<file path="src/ssc_pkg.sv">
// Package of constants and types for the sync and stack configuration block
package ssc_pkg;
    // -------------------------------------------------------------------------
    // Command codes
    // -------------------------------------------------------------------------
    localparam logic [7:0] SSC_CMD_CLOCK_SYNC = 8'he4;
    localparam logic [7:0] SSC_CMD_PHASE_STACK = 8'hec;
    // -------------------------------------------------------------------------
    // Field positions
    // -------------------------------------------------------------------------
    localparam int SSC_ROLE_HI = 7;
    localparam int SSC_ROLE_LO = 6;
    localparam int SSC_POL_BIT = 5;
    localparam int SSC_FIX_HI = 4;
    localparam int SSC_FIX_HI_W = 5;
    localparam int SSC_FC_HI = 3;
    // -------------------------------------------------------------------------
    // Reset values
    // -------------------------------------------------------------------------
    localparam logic [4:0] SSC_FIX_VAL = 5'h10;
    localparam logic [7:0] SSC_SYNC_RST = 8'h50;
    localparam logic [3:0] SSC_FC_RST = 4'h0;
    localparam logic [3:0] SSC_FC_MAX = 4'h3;
    localparam logic [3:0] SSC_SLOT_VAL = 4'h0;
    localparam logic [7:0] SSC_HI_BYTE_VAL = 8'h00;
    // -------------------------------------------------------------------------
    // Timing counts
    // -------------------------------------------------------------------------
    localparam int SSC_CLK_MHZ = 40;
    localparam int SSC_FSW_KHZ = 500;
    localparam int SSC_PER_NOM_I = (SSC_CLK_MHZ * 1000) / SSC_FSW_KHZ;
    localparam logic [11:0] SSC_PER_NOM = 12'(SSC_PER_NOM_I);
    // Slow period for 70% of nominal frequency
    localparam logic [11:0] SSC_PER_SLOW = 12'((SSC_PER_NOM_I * 100) / 70);
    // Slowest accepted external period: 75% of nominal frequency
    localparam logic [11:0] SSC_PER_FOLLOW = 12'((SSC_PER_NOM_I * 100) / 75);
    localparam logic [11:0] SSC_PULSE_W = 12'(SSC_PER_NOM_I / 2);

    typedef enum logic [1:0] {
        SSC_ROLE_OFF,
        SSC_ROLE_OUT,
        SSC_ROLE_IN,
        SSC_ROLE_AUTO
    } ssc_role_type;
endpackage

</file>
<file path="src/ssc_edge_det.sv">
// Two-stage synchroniser with edge detection for the sync pin
`timescale 1ns/100ps
`default_nettype none
module ssc_edge_det
    import ssc_pkg::*;
(
    // Clock and reset
    input wire logic core_clk,
    input wire logic rst_n,
    input wire logic clk_en,
    // Pin and edge outputs
    input wire logic pin_in,
    input wire logic pol_rise,
    output logic level,
    output logic edge_seen
);
    typedef struct packed {
        logic s1;
        logic s2;
        logic s3;
        logic edg;
    } ssc_edge_state_type;
    ssc_edge_state_type st_r, st_nxt;

    always_comb begin
        st_nxt = st_r;
        if (clk_en) begin
            st_nxt.s1 = pin_in;
            st_nxt.s2 = st_r.s1;
            st_nxt.s3 = st_r.s2;
            // Selected edge only
            st_nxt.edg = pol_rise ? (st_r.s2 & ~st_r.s3) : (~st_r.s2 & st_r.s3);
        end
    end

    always_ff @(posedge core_clk or negedge rst_n) begin
        if (!rst_n) begin
            st_r <= '0;
        end else begin
            st_r <= st_nxt;
        end
    end

    assign level = st_r.s2;
    assign edge_seen = st_r.edg;
endmodule // ssc_edge_det
`default_nettype wire

</file>
<file path="src/ssc_sync_stack_config.sv">
// Sync role and phase stack configuration registers with sync engine
// Summary of operation
// Role field decodes off, out, in, auto
// Polarity bit picks falling or rising edge
// Low five bits fixed, reset 10000b
// Unsupported clock sync write flags invalid data
// Auto mode samples pin at enable
// High or fast toggling pin selects follow
// Low quiet pin selects drive
// Follower always follows, faults on lost clock
// Host should choose drive without external source
// Follow-to-drive at low limit keeps frequency
// Follow-to-drive during fault runs at seventy percent
// Single byte access, applied immediately
// Upper byte of stack word reads zero
// Controller slot reads zero
// Follower count 0..3, others invalid
// Stack word writable only while disabled
// Standalone at power-up disables backchannel
// Later multi-phase change waits for power-up
// Multi-phase power-up allows live changes
// Host must store and cycle analog supply
// Drive role emits one pulse per period
`timescale 1ns/100ps
`default_nettype none
module ssc_sync_stack_config
    import ssc_pkg::*;
(
    // Clock and reset
    input wire logic core_clk,
    input wire logic rst_n,
    input wire logic clk_en,
    // Command port from the PMBus engine
    input wire logic cmd_wr,
    input wire logic cmd_rd,
    input wire logic [7:0] cmd_code,
    input wire logic cmd_word,
    input wire logic [15:0] cmd_wdata,
    output logic [15:0] cmd_rdata,
    output logic cmd_ack,
    output logic invalid_data,
    // Converter status
    input wire logic conv_enable,
    input wire logic is_follower,
    input wire logic at_low_limit,
    // Strapped stack value at power-up
    input wire logic [3:0] strap_follower_count,
    // Sync pin
    input wire logic sync_in,
    input wire logic sync_high,
    output logic sync_out,
    output logic sync_oe,
    // Status
    output logic sync_fault,
    output logic following,
    output logic slow_osc,
    output logic backchannel_en,
    output logic [3:0] follower_count
);
    // -------------------------------------------------------------------------
    // State
    // -------------------------------------------------------------------------
    typedef struct packed {
        logic [7:0] sync_cfg;
        logic [3:0] fcount;
        logic [15:0] rdata;
        logic ack;
        logic inv;
        logic init_done;
        logic bc_en;
        logic en_d;
        logic auto_follow;
        logic follow;
        logic slow;
        logic fault;
        logic [11:0] per_cnt;
        logic [11:0] gap_cnt;
        logic saw_edge;
        logic fast_toggle;
        logic sout;
        logic soe;
    } ssc_state_type;
    ssc_state_type st_r, st_nxt;

    logic pin_level;
    logic pin_edge;

    function automatic logic sync_val_ok(input logic [7:0] v);
        return v[SSC_FIX_HI:0] == SSC_FIX_VAL;
    endfunction

    function automatic logic fc_ok(input logic [3:0] v);
        return v <= SSC_FC_MAX;
    endfunction

    function automatic logic is_sync_cmd(input logic [7:0] c);
        return c == SSC_CMD_CLOCK_SYNC;
    endfunction

    function automatic logic is_stack_cmd(input logic [7:0] c);
        return c == SSC_CMD_PHASE_STACK;
    endfunction

    // -------------------------------------------------------------------------
    // Sync pin synchroniser
    // -------------------------------------------------------------------------
    ssc_edge_det u_edge (
        .core_clk(core_clk),
        .rst_n(rst_n),
        .clk_en(clk_en),
        .pin_in(sync_in),
        .pol_rise(st_r.sync_cfg[SSC_POL_BIT]),
        .level(pin_level),
        .edge_seen(pin_edge)
    );

    // Comparator flag kept spare: the synchronised level does the job
    logic unused_high;
    assign unused_high = sync_high;

    // -------------------------------------------------------------------------
    // Next state
    // -------------------------------------------------------------------------
    always_comb begin
        ssc_role_type role;
        logic rise_en;
        logic follow_now;
        logic want_follow;
        logic [11:0] per;
        role = ssc_role_type'(st_r.sync_cfg[SSC_ROLE_HI:SSC_ROLE_LO]);
        rise_en = 1'b0;
        follow_now = 1'b0;
        want_follow = 1'b0;
        per = SSC_PER_NOM;
        st_nxt = st_r;
        if (clk_en) begin
            st_nxt.ack = 1'b0;
            st_nxt.inv = 1'b0;
            st_nxt.en_d = conv_enable;
            rise_en = conv_enable & ~st_r.en_d;

            // ------------------------------------------------------------
            // Power-up capture of stack value
            // ------------------------------------------------------------
            if (!st_r.init_done) begin
                st_nxt.init_done = 1'b1;
                st_nxt.fcount = fc_ok(strap_follower_count) ?
                    strap_follower_count : SSC_FC_RST;
                // Backchannel only if powered up multi-phase
                st_nxt.bc_en = fc_ok(strap_follower_count) &&
                    (strap_follower_count != SSC_FC_RST);
            end

            // ------------------------------------------------------------
            // Register writes
            // ------------------------------------------------------------
            if (cmd_wr && is_sync_cmd(cmd_code)) begin
                st_nxt.ack = 1'b1;
                if (!cmd_word && sync_val_ok(cmd_wdata[7:0])) begin
                    st_nxt.sync_cfg = cmd_wdata[7:0];
                end else begin
                    st_nxt.inv = 1'b1;
                end
            end
            if (cmd_wr && is_stack_cmd(cmd_code)) begin
                st_nxt.ack = 1'b1;
                if (conv_enable) begin
                    st_nxt.inv = 1'b1;
                end else if (cmd_word && fc_ok(cmd_wdata[SSC_FC_HI:0]) &&
                             cmd_wdata[15:4] == 12'h000) begin
                    st_nxt.fcount = cmd_wdata[SSC_FC_HI:0];
                end else begin
                    st_nxt.inv = 1'b1;
                end
            end

            // ------------------------------------------------------------
            // Register reads
            // ------------------------------------------------------------
            if (cmd_rd) begin
                st_nxt.ack = 1'b1;
                if (is_sync_cmd(cmd_code)) begin
                    st_nxt.rdata = {SSC_HI_BYTE_VAL, st_r.sync_cfg};
                end else if (is_stack_cmd(cmd_code)) begin
                    st_nxt.rdata = {SSC_HI_BYTE_VAL, SSC_SLOT_VAL,
                                    st_r.fcount};
                end else begin
                    // Unmapped codes read zero and are refused
                    st_nxt.rdata = 16'h0000;
                    st_nxt.inv = 1'b1;
                end
            end

            // ------------------------------------------------------------
            // Toggle detection: edges spaced no wider than follow period
            // ------------------------------------------------------------
            if (st_r.soe) begin
                // Own pulses on the pin must not look like an outside clock
                st_nxt.fast_toggle = 1'b0;
                st_nxt.saw_edge = 1'b0;
            end else if (pin_edge) begin
                st_nxt.fast_toggle = st_r.saw_edge &&
                    (st_r.gap_cnt <= SSC_PER_FOLLOW);
                st_nxt.saw_edge = 1'b1;
                st_nxt.gap_cnt = 12'h000;
            end else if (st_r.gap_cnt > SSC_PER_SLOW) begin
                st_nxt.fast_toggle = 1'b0;
                st_nxt.saw_edge = 1'b0;
            end else begin
                st_nxt.gap_cnt = st_r.gap_cnt + 12'h001;
            end

            // ------------------------------------------------------------
            // Auto detection at enable
            // ------------------------------------------------------------
            if (rise_en) begin
                st_nxt.auto_follow =
                    pin_level | st_r.fast_toggle;
            end

            // ------------------------------------------------------------
            // Role selection
            // ------------------------------------------------------------
            case (role)
                SSC_ROLE_IN: want_follow = 1'b1;
                SSC_ROLE_AUTO: want_follow = rise_en ?
                    (pin_level | st_r.fast_toggle) : st_r.auto_follow;
                SSC_ROLE_OUT: want_follow = 1'b0;
                SSC_ROLE_OFF: want_follow = 1'b0;
                default: want_follow = 1'b0;
            endcase
            // Stack followers always follow the outside clock
            follow_now = want_follow | is_follower;

            // ------------------------------------------------------------
            // Lost clock fault in follower mode
            // ------------------------------------------------------------
            // Sticky until the output is disabled
            if (!conv_enable) begin
                st_nxt.fault = 1'b0;
            end else if (is_follower && !st_nxt.fast_toggle) begin
                st_nxt.fault = 1'b1;
            end

            // ------------------------------------------------------------
            // Follow-to-drive switch keeps slow rate
            // ------------------------------------------------------------
            // The role field decides here, so a forced follower still slows
            if (st_r.follow && !want_follow && conv_enable &&
                (at_low_limit || st_r.fault)) begin
                st_nxt.slow = 1'b1;
            end
            if (!conv_enable) begin
                st_nxt.slow = 1'b0;
            end
            st_nxt.follow = follow_now;

            // ------------------------------------------------------------
            // Sync out pulse generator
            // ------------------------------------------------------------
            per = st_r.slow ? SSC_PER_SLOW : SSC_PER_NOM;
            // Auto role keeps off the pin until the enable decision
            st_nxt.soe = !follow_now && role != SSC_ROLE_OFF &&
                (role != SSC_ROLE_AUTO || conv_enable);
            if (st_r.per_cnt >= per - 12'h001) begin
                st_nxt.per_cnt = 12'h000;
            end else begin
                st_nxt.per_cnt = st_r.per_cnt + 12'h001;
            end
            // Leading active edge at period start
            st_nxt.sout = (st_nxt.per_cnt < SSC_PULSE_W) ^
                ~st_r.sync_cfg[SSC_POL_BIT];
        end
    end

    // -------------------------------------------------------------------------
    // State register
    // -------------------------------------------------------------------------
    always_ff @(posedge core_clk or negedge rst_n) begin
        if (!rst_n) begin
            st_r <= '0;
            st_r.sync_cfg <= SSC_SYNC_RST;
            st_r.fcount <= SSC_FC_RST;
        end else begin
            st_r <= st_nxt;
        end
    end

    // -------------------------------------------------------------------------
    // Outputs
    // -------------------------------------------------------------------------
    assign cmd_rdata = st_r.rdata;
    assign cmd_ack = st_r.ack;
    assign invalid_data = st_r.inv;
    assign sync_out = st_r.sout;
    assign sync_oe = st_r.soe;
    assign sync_fault = st_r.fault;
    assign following = st_r.follow;
    assign slow_osc = st_r.slow;
    assign backchannel_en = st_r.bc_en;
    assign follower_count = st_r.fcount;
endmodule // ssc_sync_stack_config
`default_nettype wire

</file>
<file path="config.mk">
export PLATFORM = sky130hd
export DESIGN_NAME = ssc_sync_stack_config
export DESIGN_NICKNAME = d
export VERILOG_FILES = /design/src/ssc_pkg.sv /design/src/ssc_edge_det.sv /design/src/ssc_sync_stack_config.sv
export SDC_FILE = /design/constraint.sdc
export NUM_CORES = 1
export LEC_CHECK = 0
export BUFFER_PORTS_ARGS = -buffer_cell sky130_fd_sc_hd__buf_2
export CAP_MARGIN = 25
export CORE_ASPECT_RATIO = 0.9
export CORE_MARGIN = 5
export CORE_UTILIZATION = 55
export DETAILED_ROUTE_END_ITERATION = 16
export HOLD_SLACK_MARGIN = 0.02
export PLACE_DENSITY = 0.86
export SYNTH_ARGS = -nofsm -noshare
export SYNTH_HDL_FRONTEND = slang
export SYNTH_HIERARCHICAL = 1
export SYNTH_SLANG_ARGS = --single-unit
</file>
<file path="constraint.sdc">
create_clock -name core_clk -period 3.06 [get_ports core_clk]
set_input_delay 0 -clock core_clk [delete_from_list [all_inputs] [get_ports core_clk]]
set_output_delay 0 -clock core_clk [all_outputs]
set_load 0.05 [all_outputs]
</file>
==> results.json <==
{
  "postCtsHoldBufs": 15,
  "syn2layout_area_growth_pct": 17.5,
  "layout.nets": 414,
  "synth_common_cells": "dfrtp_1, nand2_1, nor2_1",
  "h-tree-depth": 3,
  "crit_chain": "dlygate4sd3_1, buf_2, or3_1, nor4_4, o21ai_2, a221o_1, dlygate4sd3_1",
  "crit_fanout": 6,
  "cts_resized": 0,
  "final_util_pct": 65.7,
  "synth_ff_type": "dfrtp_1",
  "ys.warnings.count": 6,
  "cp-end-kind": "flip-flop",
  "ir_drop_mv": 0.468,
  "grt_max_degree": 41,
  "max_slew_margin_pct": 56.4,
  "drt_first_pass_iters": 4,
  "crit_arrival_ns": 2.43,
  "powerDensity_nw_per_um2": 558,
  "grtUsageTotal_pct": 19.5,
  "finalHoldViolCount": 0,
  "synth-async-reset-ratio_pct": 100,
  "antenna_cells": 0,
  "status": "finished clean",
  "die_w_um": 89.7,
  "met2_usage_pct": 31.1,
  "crit_slowest_cell": "dlygate4sd3_1",
  "postRouteAntennaNets": 0,
  "top_usage_layer": "met2",
  "vias": 2464,
  "max_freq_ghz": 0.454,
  "cts_tree": "yes",
  "layout-drive-gt1-share_pct": 24.0,
  "met3_usage_pct": 8.15,
  "synth_top_area_share_pct": 47.0,
  "leakagePower_nw": 1.81,
  "gp_congestion": 0.885,
  "cpMostUsedCell": "dlygate4sd3_1",
  "drt-initial-drc-count": 167,
  "period_minus_slack_ns": 2.20,
  "rows": 26,
  "setup_viol": 0,
  "path_class": "primary input to flip-flop",
  "avgRoutedWirePerCell_um": 15.1,
  "cts_buffer_depth": 2,
  "die_h_um": 81.7,
  "tightestPinTransition_ns": 0.654,
  "drc": 0,
  "avgSynthCellArea_sq_um": 10.4,
  "start_util_pct": 55.9,
  "path_clk_slew_ns": 0.07,
  "antenna_found_initial": 0,
  "synth_area_leaders": "dfrtp_1, buf_4, ha_1, a22o_1, nand2_1",
  "max_stage_delay_ns": 0.55,
  "cts_setup_buffers": 0,
  "dp_hpwl_um": 4720,
  "port-buffer-count": 57,
  "fillCellCount": 442,
  "finalClockSkew_ns": 0.00902,
  "yosys_register_bits": 61,
  "synthesis.area_sq_um": 3140,
  "clock-root-buffer": "clkbuf_8",
  "core_area_sq_um": 5630,
  "gr-usage-met1_pct": 24.9,
  "fin_tns_setup_ns": 0,
  "min_period_over_period_pct": 72.0,
  "ys_seq_area_share_pct": 48.6,
  "synthesis.instances": 303,
  "ys_types": 63,
  "yosysMostFrequentCell": "dfrtp_1",
  "finalWirelength_um": 6670,
  "grt-ovfl-total": 0,
  "synth_top_cell_by_area": "dfrtp_1",
  "numCtsBuffers": 9,
  "design_area_sq_um": 3690,
  "required_ns": 3.28,
  "placed_area_sq_um": 3360,
  "cts_sinks": 61,
  "cp-start-kind": "primary input",
  "hold_path.class": "primary input to flip-flop",
  "pin_count": 67,
  "grt_pass1_wl_um": 11400,
  "dieArea_sq_um": 7330,
  "rsz0062_at_grt": "no",
  "grt_pass1_vias": 2347,
  "synth-edff-count": 0,
  "via_per_inst": 5.59,
  "maxCapViolations": 0,
  "final_max_slew_viol_count": 0,
  "clk_latency_ns": 0.34
}
[final timing paths]
path	start	endpoint	slack [ns]	cells after the start
hold reg to reg	cmd_rdata[1]	cmd_rdata[1]	0.48	2
hold / removal	cmd_code[0]	cmd_rdata[1]	0.06	4
min in group asynchronous	rst_n	st_r[9]	0.18	2
setup / recovery	conv_enable	follower_count[1]	0.86	7
setup reg to reg	slow_osc	sync_out	1.07	7
max in group asynchronous	rst_n	cmd_ack	2.02	3
[report_power, final]
part | leakage [nW] | internal (W) | switching [W]
Combinational | 0.922 | 0.000174 | 0.000239
Sequential | 0.797 | 0.000875 | 0.000103
Clock | 0.0919 | 0.000367 | 0.000304
[per-layer routing]
layer,vias to the layer above,part of all wire (%),wire length (um)
met2,68,46,3100
met4,0,1.3,89
met1,1190,45,3010
li1,1195,-,-
met5,-,0,0
met3,11,7.2,479
[cell type report]
class                      instances  area (sq um)  share of cell area [%]
multi-input combinational        211          1410                    38.3
inverter                          11          41.3                    1.12
sequential                        61          1530                    41.4
tap                               70          87.6                    2.37
timing repair buffer              73           443                    12.0
clock buffer                      10           128                    3.45
clock inverter                     5          52.6                    1.42
[critical path, delay by kind of cell]
family                 cells  cell delay, ns
and+or+nand+nor            2            0.70
AOI/OAI and AO/OA          2            0.47
buffers and inverters      3            1.24
[flip-flops by register name, indices dropped and copies added (netlist names), 2 cells and up]
| name | cells |
|---|---|
| cmd_rdata | 8 |
| follower_count | 4 |
| st_r | 37 |
| u_edge/st_r | 2 |
[through the flow]
step | hold WS [ns] | total power (W) | std cells | setup slack, ns
CTS | 0.0473 | 0.00208 | 441 | 0.856
floorplan | -0.296 | 0.00127 | 310 | 0.901
global route | 0.0649 | 0.00218 | 441 | 0.739
detailed placement | 0.0149 | 0.00139 | 411 | 1.07
finish | 0.0594 | 0.00206 | 441 | 0.855
global placement | 0.00400 | 0.00137 | 411 | 1.16
[cell families after synthesis]
family / after synthesis / synth area share (%)
other: 1 / 0.119
buffers and inverters: 38 / 7.24
multiplexers: 12 / 4.14
adder cells (fa/ha/maj): 8 / 3.18
flip-flops: 61 / 48.6
AO/OA/AOI/OAI: 75 / 16.4
AND/OR/NAND/NOR: 108 / 20.3
[layout by cell type (no fill, tap or decap), types with 3 or more instances in the layout]
cell type,n
clkinv_2,3
nand2b_1,3
dfrtp_1,59
inv_1,10
a21oi_1,12
mux2_1,5
conb_1,8
a31oi_1,4
buf_2,57
ha_1,8
nand3_1,6
nand2_1,23
nor2_1,23
dlygate4sd3_1,15
clkbuf_8,9
a22o_1,11
and2_1,7
nor2b_1,13
o21ai_1,6
mux2i_1,4
o211ai_1,4
and3_1,5
nor3_1,3
o31ai_1,6
mux2_2,3
o21ai_0,14
Note: power is estimated with default switching activity, not from simulation.
